--- src/vhc_pkg.sv ---
// Package: constants and carriers for the hypervisor control register
package vhc_pkg;

    // ========================================================
    // Register field positions
    localparam int EN_BIT        = 0;
    localparam int UNDERFLOW_BIT = 1;
    localparam int MISSING_BIT   = 2;
    localparam int NOPEND_BIT    = 3;
    localparam int G0_ON_BIT     = 4;
    localparam int G0_OFF_BIT    = 5;
    localparam int G1_ON_BIT     = 6;
    localparam int G1_OFF_BIT    = 7;
    localparam int VSGI_BIT      = 8;
    localparam int TCOM_BIT      = 10;
    localparam int TG0_BIT       = 11;
    localparam int TG1_BIT       = 12;
    localparam int TSERR_BIT     = 13;
    localparam int CNT_LSB       = 27;
    localparam int CNT_W         = 5;

    // ========================================================
    // Reset values and writable mask
    localparam logic [31:0] HCR_RESET  = 32'h0000_0000;
    localparam logic [31:0] CTRL_MASK  = 32'h0000_3DFF;
    localparam logic [31:0] CNT_MASK   = 32'hF800_0000;
    localparam logic [31:0] SERR_MASK  = 32'h0000_2000;
    localparam logic [31:0] VSGI_MASK  = 32'h0000_0100;

    // ========================================================
    // System register encoding of the control register
    localparam logic [3:0] ENC_COPROC = 4'hF;
    localparam logic [2:0] ENC_OPC1   = 3'h4;
    localparam logic [3:0] ENC_CRN    = 4'hC;
    localparam logic [3:0] ENC_CRM    = 4'hB;
    localparam logic [2:0] ENC_OPC2   = 3'h0;

    // ========================================================
    // Levels, codes, identifiers
    localparam logic [1:0] LVL_USER    = 2'h0;
    localparam logic [1:0] LVL_KERNEL  = 2'h1;
    localparam logic [1:0] LVL_HYP     = 2'h2;
    localparam logic [1:0] LVL_MON     = 2'h3;
    localparam logic [5:0] TRAP_CODE   = 6'h03;
    localparam logic [1:0] LR_INVALID  = 2'h0;
    localparam logic [1:0] LR_PENDING  = 2'h1;
    localparam logic [23:0] SPURIOUS_ID = 24'h00_03FF;

    // ========================================================
    // Carriers
    typedef struct packed {
        logic        valid;
        logic        write;
        logic [1:0]  level;
        logic [3:0]  coproc;
        logic [2:0]  opc1;
        logic [3:0]  crn;
        logic [3:0]  crm;
        logic [2:0]  opc2;
        logic [31:0] wdata;
    } vhc_req_type;

    typedef struct packed {
        logic        valid;
        logic        undef;
        logic        trap;
        logic [5:0]  code;
        logic [31:0] rdata;
    } vhc_rsp_type;

    typedef struct packed {
        logic [1:0] state;
        logic       hw;
        logic       eoi;
    } vhc_lr_type;

endpackage

--- src/vhc_ctrl.sv ---
// Hypervisor control register with traps and maintenance signalling
// What this block does
// - Control bit 13 set routes local system errors to hypervisor level.
// - Bit 13 reads zero and ignores writes without error support.
// - Bit 12 set traps guest kernel Group 1 register accesses.
// - Bit 11 set traps guest kernel Group 0 register accesses.
// - Bit 10 set traps guest kernel accesses to common registers.
// - Bit 8 set stops virtual SGI deactivations bumping the counter.
// - Bit 7 set: maintenance interrupt while group 1 signalling is off.
// - Bit 6 set: maintenance interrupt while group 1 signalling is on.
// - Bit 5 set: maintenance interrupt while group 0 signalling is off.
// - Bit 4 set: maintenance interrupt while group 0 signalling is on.
// - Bit 3 set: maintenance interrupt while no entry is pending.
// - Bit 2 set: maintenance interrupt while the counter is nonzero.
// - Bit 1 set: maintenance interrupt while at most one entry valid.
// - Enable clear blocks maintenance and virtual interrupt signalling.
// - Enable clear makes acknowledge reads return the spurious id.
// - Warm reset clears every control field to zero.
// - Hyp or monitor access needs its interface enable; user undefined.
// - Guest kernel access traps with code 3 if hyp enabled and group 12 trap set.
// - Unmatched valid non-LPI deactivations increment the 5-bit counter.
`timescale 1ns/1ns

module vhc_ctrl #(
    parameter int NUM_LR    = 16,
    parameter bit VSGI_FEAT = 1'b1
) (
    input  wire logic                core_clk,
    input  wire logic                nrst,
    // Register access from the core
    input  vhc_pkg::vhc_req_type     sreg_req,
    input  wire logic                hyp_iface_on,
    input  wire logic                mon_iface_on,
    input  wire logic                hyp_enabled,
    input  wire logic                coproc_group12_trap,
    output vhc_pkg::vhc_rsp_type     sreg_rsp,
    // Block state fed from the rest of the interface
    input  vhc_pkg::vhc_lr_type      list_register_entry [NUM_LR],
    input  wire logic                vgroup0_signal_on,
    input  wire logic                vgroup1_signal_on,
    input  wire logic                serror_gen_supported,
    input  wire logic                unmatched_deact,
    input  wire logic                unmatched_is_vsgi,
    // Guest accesses to be classified
    input  wire logic                guest_acc_valid,
    input  wire logic                guest_acc_grp0,
    input  wire logic                guest_acc_grp1,
    input  wire logic                guest_acc_common,
    output logic                     guest_acc_trap,
    // Local system errors
    input  wire logic                local_system_error,
    output logic                     serror_to_hyp,
    output logic                     serror_to_guest,
    // Virtual interrupt path
    input  wire logic                virq_in,
    output logic                     virq_out,
    input  wire logic                iack_rd,
    input  wire logic [23:0]         iack_id_in,
    output logic [23:0]              iack_id_out,
    output logic                     iack_valid,
    // Maintenance interrupt
    output logic                     maint_irq
);
    import vhc_pkg::*;

    // ========================================================
    // Storage
    logic [31:0]      ctrl_reg;
    logic [31:0]      ctrl_next;
    logic [CNT_W-1:0] count_reg;
    logic [CNT_W-1:0] count_next;
    vhc_rsp_type      rsp_reg;
    vhc_rsp_type      rsp_next;
    logic             maint_reg;
    logic             maint_next;
    logic             gtrap_reg;
    logic             serr_hyp_reg;
    logic             serr_guest_reg;
    logic             virq_reg;
    logic [23:0]      iack_reg;
    logic             iack_vld_reg;

    // ========================================================
    // Entry scan helpers
    function automatic logic any_pending(
        input vhc_lr_type lr [NUM_LR]
    );
        logic hit;
        hit = 1'b0;
        for (int i = 0; i < NUM_LR; i++) begin
            if (lr[i].state == LR_PENDING) begin
                hit = 1'b1;
            end
        end
        return hit;
    endfunction

    // Empty means inactive and no unhandled EOI maintenance left
    function automatic logic few_valid(
        input vhc_lr_type lr [NUM_LR]
    );
        int n;
        n = 0;
        for (int i = 0; i < NUM_LR; i++) begin
            if (lr[i].state != LR_INVALID || (!lr[i].hw && lr[i].eoi))
            begin
                n++;
            end
        end
        return (n <= 1);
    endfunction

    // ========================================================
    // Access decode
    logic enc_hit;
    logic lvl_ok;
    logic do_acc;
    logic do_wr;
    logic [31:0] wr_mask;
    logic [31:0] rd_val;

    assign enc_hit = sreg_req.coproc == ENC_COPROC
                  && sreg_req.opc1 == ENC_OPC1
                  && sreg_req.crn  == ENC_CRN
                  && sreg_req.crm  == ENC_CRM
                  && sreg_req.opc2 == ENC_OPC2;

    // Interface enable per privilege level
    assign lvl_ok = (sreg_req.level == LVL_HYP && hyp_iface_on)
                 || (sreg_req.level == LVL_MON && mon_iface_on);

    assign do_acc = sreg_req.valid && enc_hit && lvl_ok;
    assign do_wr  = do_acc && sreg_req.write;

    // Reserved and absent feature bits never stored
    always_comb begin
        wr_mask = CTRL_MASK;
        if (!serror_gen_supported) begin
            wr_mask = wr_mask & ~SERR_MASK;
        end
        if (!VSGI_FEAT) begin
            wr_mask = wr_mask & ~VSGI_MASK;
        end
    end

    // Bit 13 also masked on read if support drops later
    always_comb begin
        rd_val = (ctrl_reg & wr_mask);
        rd_val[CNT_LSB +: CNT_W] = count_reg;
    end

    // ========================================================
    // Response path
    always_comb begin
        rsp_next = '0;
        if (sreg_req.valid) begin
            rsp_next.valid = 1'b1;
            if (!enc_hit) begin
                rsp_next.undef = 1'b1;
            end else if (sreg_req.level == LVL_USER) begin
                rsp_next.undef = 1'b1;
            end else if (sreg_req.level == LVL_KERNEL) begin
                if (hyp_enabled && coproc_group12_trap) begin
                    rsp_next.trap = 1'b1;
                    rsp_next.code = TRAP_CODE;
                end else begin
                    rsp_next.undef = 1'b1;
                end
            end else if (!lvl_ok) begin
                rsp_next.undef = 1'b1;
            end else if (!sreg_req.write) begin
                rsp_next.rdata = rd_val;
            end
        end
    end

    always_ff @(posedge core_clk or negedge nrst) begin
        if (!nrst) begin
            rsp_reg <= '0;
        end else begin
            rsp_reg <= rsp_next;
        end
    end

    assign sreg_rsp = rsp_reg;

    // ========================================================
    // Control fields
    always_comb begin
        ctrl_next = ctrl_reg;
        if (do_wr) begin
            ctrl_next = sreg_req.wdata & wr_mask;
        end
    end

    always_ff @(posedge core_clk or negedge nrst) begin
        if (!nrst) begin
            ctrl_reg <= HCR_RESET;
        end else begin
            ctrl_reg <= ctrl_next;
        end
    end

    // ========================================================
    // Deactivation counter
    logic cnt_inc;

    // Suppression only exists with the virtual SGI feature
    assign cnt_inc = unmatched_deact
        && !(VSGI_FEAT && unmatched_is_vsgi
             && ctrl_reg[VSGI_BIT]);

    // Increment and a same-cycle write both apply: it lands on top
    always_comb begin
        count_next = count_reg;
        if (do_wr) begin
            count_next = sreg_req.wdata[CNT_LSB +: CNT_W];
        end
        if (cnt_inc) begin
            count_next = count_next + 5'h1;
        end
    end

    always_ff @(posedge core_clk or negedge nrst) begin
        if (!nrst) begin
            count_reg <= HCR_RESET[CNT_LSB +: CNT_W];
        end else begin
            count_reg <= count_next;
        end
    end

    // ========================================================
    // Maintenance interrupt
    logic en;
    assign en = ctrl_reg[EN_BIT];

    always_comb begin
        maint_next = 1'b0;
        if (ctrl_reg[G1_OFF_BIT] && !vgroup1_signal_on) begin
            maint_next = 1'b1;
        end
        if (ctrl_reg[G1_ON_BIT] && vgroup1_signal_on) begin
            maint_next = 1'b1;
        end
        if (ctrl_reg[G0_OFF_BIT] && !vgroup0_signal_on) begin
            maint_next = 1'b1;
        end
        if (ctrl_reg[G0_ON_BIT] && vgroup0_signal_on) begin
            maint_next = 1'b1;
        end
        if (ctrl_reg[NOPEND_BIT]
            && !any_pending(list_register_entry)) begin
            maint_next = 1'b1;
        end
        if (ctrl_reg[MISSING_BIT] && count_reg != '0) begin
            maint_next = 1'b1;
        end
        if (ctrl_reg[UNDERFLOW_BIT]
            && few_valid(list_register_entry)) begin
            maint_next = 1'b1;
        end
        maint_next = maint_next && en;
    end

    // Registered so the output is glitch free; one cycle late
    always_ff @(posedge core_clk or negedge nrst) begin
        if (!nrst) begin
            maint_reg <= 1'b0;
        end else begin
            maint_reg <= maint_next;
        end
    end

    assign maint_irq = maint_reg;

    // ========================================================
    // Guest access traps
    // Class decode lives upstream; only the trap bits live here
    always_ff @(posedge core_clk or negedge nrst) begin
        if (!nrst) begin
            gtrap_reg <= 1'b0;
        end else begin
            gtrap_reg <= guest_acc_valid
                && ((guest_acc_grp1 && ctrl_reg[TG1_BIT])
                 || (guest_acc_grp0 && ctrl_reg[TG0_BIT])
                 || (guest_acc_common && ctrl_reg[TCOM_BIT]));
        end
    end

    assign guest_acc_trap = gtrap_reg;

    // ========================================================
    // Local system error routing
    // Support gates the stored bit too, in case it drops later
    logic serr_trap;
    assign serr_trap = ctrl_reg[TSERR_BIT] && serror_gen_supported;

    always_ff @(posedge core_clk or negedge nrst) begin
        if (!nrst) begin
            serr_hyp_reg   <= 1'b0;
            serr_guest_reg <= 1'b0;
        end else begin
            serr_hyp_reg   <= local_system_error && serr_trap;
            serr_guest_reg <= local_system_error && !serr_trap;
        end
    end

    assign serror_to_hyp   = serr_hyp_reg;
    assign serror_to_guest = serr_guest_reg;

    // ========================================================
    // Virtual interrupt gating and acknowledge
    // Enable clear also drops an interrupt already in flight
    always_ff @(posedge core_clk or negedge nrst) begin
        if (!nrst) begin
            virq_reg <= 1'b0;
        end else begin
            virq_reg <= virq_in && en;
        end
    end

    assign virq_out = virq_reg;

    always_ff @(posedge core_clk or negedge nrst) begin
        if (!nrst) begin
            iack_reg     <= '0;
            iack_vld_reg <= 1'b0;
        end else begin
            iack_vld_reg <= iack_rd;
            if (iack_rd) begin
                iack_reg <= en ? iack_id_in : SPURIOUS_ID;
            end
        end
    end

    assign iack_id_out = iack_reg;
    assign iack_valid  = iack_vld_reg;

endmodule

--- config.mk ---
export PLATFORM = sky130hd
export DESIGN_NAME = vhc_ctrl
export DESIGN_NICKNAME = d
export VERILOG_FILES = /design/src/vhc_pkg.sv /design/src/vhc_ctrl.sv
export SDC_FILE = /design/constraint.sdc
export NUM_CORES = 1
export LEC_CHECK = 0
export BUFFER_PORTS_ARGS = -buffer_cell sky130_fd_sc_hd__buf_2
export CORE_MARGIN = 2
export CORE_UTILIZATION = 41
export DETAILED_ROUTE_END_ITERATION = 10
export HOLD_SLACK_MARGIN = 0.05
export PLACE_DENSITY = 0.77
export SYNTH_ARGS = -nofsm -noshare
export SYNTH_HDL_FRONTEND = slang
export SYNTH_SLANG_ARGS = --single-unit
--- constraint.sdc ---
create_clock -name core_clk -period 4.8 [get_ports core_clk]
set_clock_uncertainty 0.15 [all_clocks]
set_input_delay 1.44 -clock core_clk [delete_from_list [all_inputs] [get_ports core_clk]]
set_output_delay 1.44 -clock core_clk [all_outputs]
set_load 0.01 [all_outputs]
==> flow_summary.toml <==
[run_status]
outcome = "finished with violations"
violations = "setup timing"

[routing]
drc = 0
drt_iter0_drc = 448
via_per_inst = 5.05
wire_per_inst_um = 14.8
ant_nets = 0
vias = 5610
dr.pass1.iters = 5
wl_mm = 16.4

[finish]
fillCellCount = 1095
areaGrowthSynthToFinish_pct = 50.0
nNetsFinal = 1109
seq_area_mm2 = 0.00173
drive_above_1_share_pct = 48.2
multi_input_area_mm2 = 0.00356
layout_commonest_cell = "buf_2"
largest_reg_flops = 24
layout.cells.most_common_list = "buf_2 (196), buf_4 (143), dfrtp_1 (69), inv_1 (59), nor2_1 (38)"
design_area_mm2 = 0.00810
diodes = 0

[clock_network]
cts_buffers = 9
cts_hold_buf = 0
cts.sinks = 69
cts_max_level = 3
tritoncts = "done"
clock_latency_ps = 320
cts_buffer_depth = 2
clk_pin_slew_worst_paths_ps = 60
clockRootBuffer = "clkbuf_16"

[setup_path]
critPathMaxFanout = 4
crit_slowest_cell = "or4_4"
critPathLaunchType = "primary input"
end_kind = "register"
cp.arrival_ps = 9590
cp_data_required_time_ps = 4880
crit_type = "primary input to register"
worst_path_most_repeated_cell = "ha_4"
cpPeakStageDelay_ps = 540

[power_and_ir_drop]
power.share.clock_pct = 11.3
p_leak_nw = 4.09
p_int_w = 0.00317
p_sw_w = 0.00219
vdd_drop_max_v = 0.000845
power_frac_seq_pct = 11.6
combPwrFrac_pct = 77.0
sw_frac_of_total_pct = 40.8
p_per_area_mw_per_mm2 = 661

[grt]
grt_usage_pct = 22.7
grt_start_max_net_pins = 50
grt_pass1_wl_mm = 26.1
grt_pass1_vias = 5626
antenna_found_initial = 0
overflow = 0

[timing]
relSlewSlack_pct = 40.5
setup_viol = 1
fmax_ghz = 0.105
min_period_ps = 9510
setup_slack_ps = -4710
rsz0062_at_grt = "true"
post-route-period-util_pct = 198
drv_slew = 0
tightest_slew_ps = 892
timing.hold.ws_ps = 352
hold_viol_final = 0

[placement]
port_buffers = 198
place_ws_ps = -5130
dp_hpwl_mm = 12.9
place_congestion = 0.884
dpl_cell_area_mm2 = 0.00759

[floorplan]
core_mm2 = 0.0127
die_area_mm2 = 0.0141
fp.dieW_um = 119
io_pins = 231
start_util_pct = 42.5
die_h_um = 119
rows = 41

[logic_synthesis]
ys_seq_elements = 69
synthArstFlopShare_pct = 100
synthesis.area_mm2 = 0.00540
ys.flop_type = "dfrtp_1"
synthCells = 601
synth-edff-count = 0
synth.distinct_cells = 79
yosys_warnings = 0
ys_seq_area_share_pct = 32.0
syn_area_per_cell_um2 = 8.99

[hold_path]
hold_class = "register to register"

[flow_run]
cap_violations = 0
## metrics by stage
step | cells | setup TNS (ps) | util, % | total power (W)
after floorplan | 618 | -4780 | - | 0.00298
after global placement | 1084 | -4900 | 59.7 | 0.00425
after detailed placement | 1084 | -5130 | 59.7 | 0.00433
after CTS | 1105 | -4670 | 62.2 | 0.00504
after global routing | 1110 | -5100 | 63.7 | 0.00575
final | 1110 | -4710 | 63.7 | 0.00535
## critical path, delay by kind of cell
kind | cells | cell delay [ps]
mux | 2 | 550
compound gates | 14 | 2140
fa+ha+maj | 14 | 3510
simple gates | 14 | 1640
xor+xnor | 1 | 140
buf+inv | 2 | 140
## synth_stat cells, types with 3 or more instances
library cell / instances / area share (%)
and2_1: 24 / 2.8
o22ai_1: 3 / 0.35
nand3_1: 28 / 2.6
a31oi_1: 16 / 1.9
dfrtp_1: 69 / 32
o21a_1: 9 / 1.3
o21ai_0: 38 / 3.5
ha_1: 16 / 3.7
nand2b_1: 6 / 0.70
o211ai_1: 7 / 0.97
xor2_2: 3 / 0.90
xnor3_2: 5 / 2.2
a21boi_0: 4 / 0.56
a21oi_1: 9 / 0.83
clkbuf_1: 13 / 0.90
nand4_1: 15 / 1.7
nor2b_1: 6 / 0.70
a211oi_1: 4 / 0.56
mux2i_1: 12 / 2.2
or3_1: 3 / 0.35
nor4_1: 4 / 0.46
inv_1: 61 / 4.2
nand2_1: 41 / 2.8
buf_6: 4 / 0.83
nor2_1: 43 / 3.0
and3_1: 4 / 0.46
xnor2_2: 5 / 1.5
o2111ai_1: 5 / 0.81
or4_1: 3 / 0.42
o31a_1: 4 / 0.65
xnor2_1: 24 / 3.9
buf_4: 20 / 2.8
mux2_2: 15 / 3.1
xor2_1: 9 / 1.5
nor3_1: 6 / 0.56
o31ai_1: 6 / 0.83
a221oi_1: 4 / 0.65
## logic make-up after synthesis
kind of cell	share of synthesized area [%]
flip-flops	32.0
AO/OA/AOI/OAI	18.4
buffers and inverters	8.92
AND/OR/NAND/NOR	19.7
other	0.0694
XOR/XNOR	11.0
multiplexers	6.25
adder cells (fa/ha/maj)	3.71
## power by group through the flow
stage | Sequential (W) | Clock [W] | Combinational [W]
floorplan | 0.000627 | 0 | 0.00235
global placement | 0.000630 | 0 | 0.00362
detailed placement | 0.000631 | 0 | 0.00370
CTS | 0.000622 | 0.000614 | 0.00380
global route | 0.000625 | 0.000637 | 0.00449
finish | 0.000622 | 0.000607 | 0.00412
## cell type report
| cell class | count | share of cell area [%] |
|---|---|---|
| Tap cell | 172 | 2.66 |
| Inverter | 62 | 2.90 |
| Clock buffer | 9 | 2.78 |
| Timing Repair Buffer | 342 | 25.8 |
| Clock inverter | 7 | 0.587 |
| Multi-Input combinational cell | 449 | 44.0 |
| Sequential cell | 69 | 21.3 |
## metal layers
layer	vias up	routed length, µm	GRT usage [%]
li1	2764	-	-
met1	2603	6960	28.4
met2	221	7930	38.6
met3	22	1300	5.98
met4	0	223	5.95
met5	-	0	0
## final timing paths
check	start	end	slack (ps)	cells past startpoint
max	list_register_entry[63]	maint_irq	-4710	47
min	ctrl_reg[2]	sreg_rsp[2]	350	1
max reg2reg	count_reg[3]	maint_irq	2960	5
min reg2reg	ctrl_reg[2]	sreg_rsp[2]	350	1
max in group asynchronous	nrst	sreg_rsp[31]	2560	2
min in group asynchronous	nrst	sreg_rsp[11]	1020	1
## repair_timing
action / CTS / global route
gates resized for setup: 3 / 25
endpoints found under the setup margin: 1 / 1
buffers inserted: 5 / 6
pin swaps: 12 / 25
Note: power is estimated with default switching activity, not from simulation.
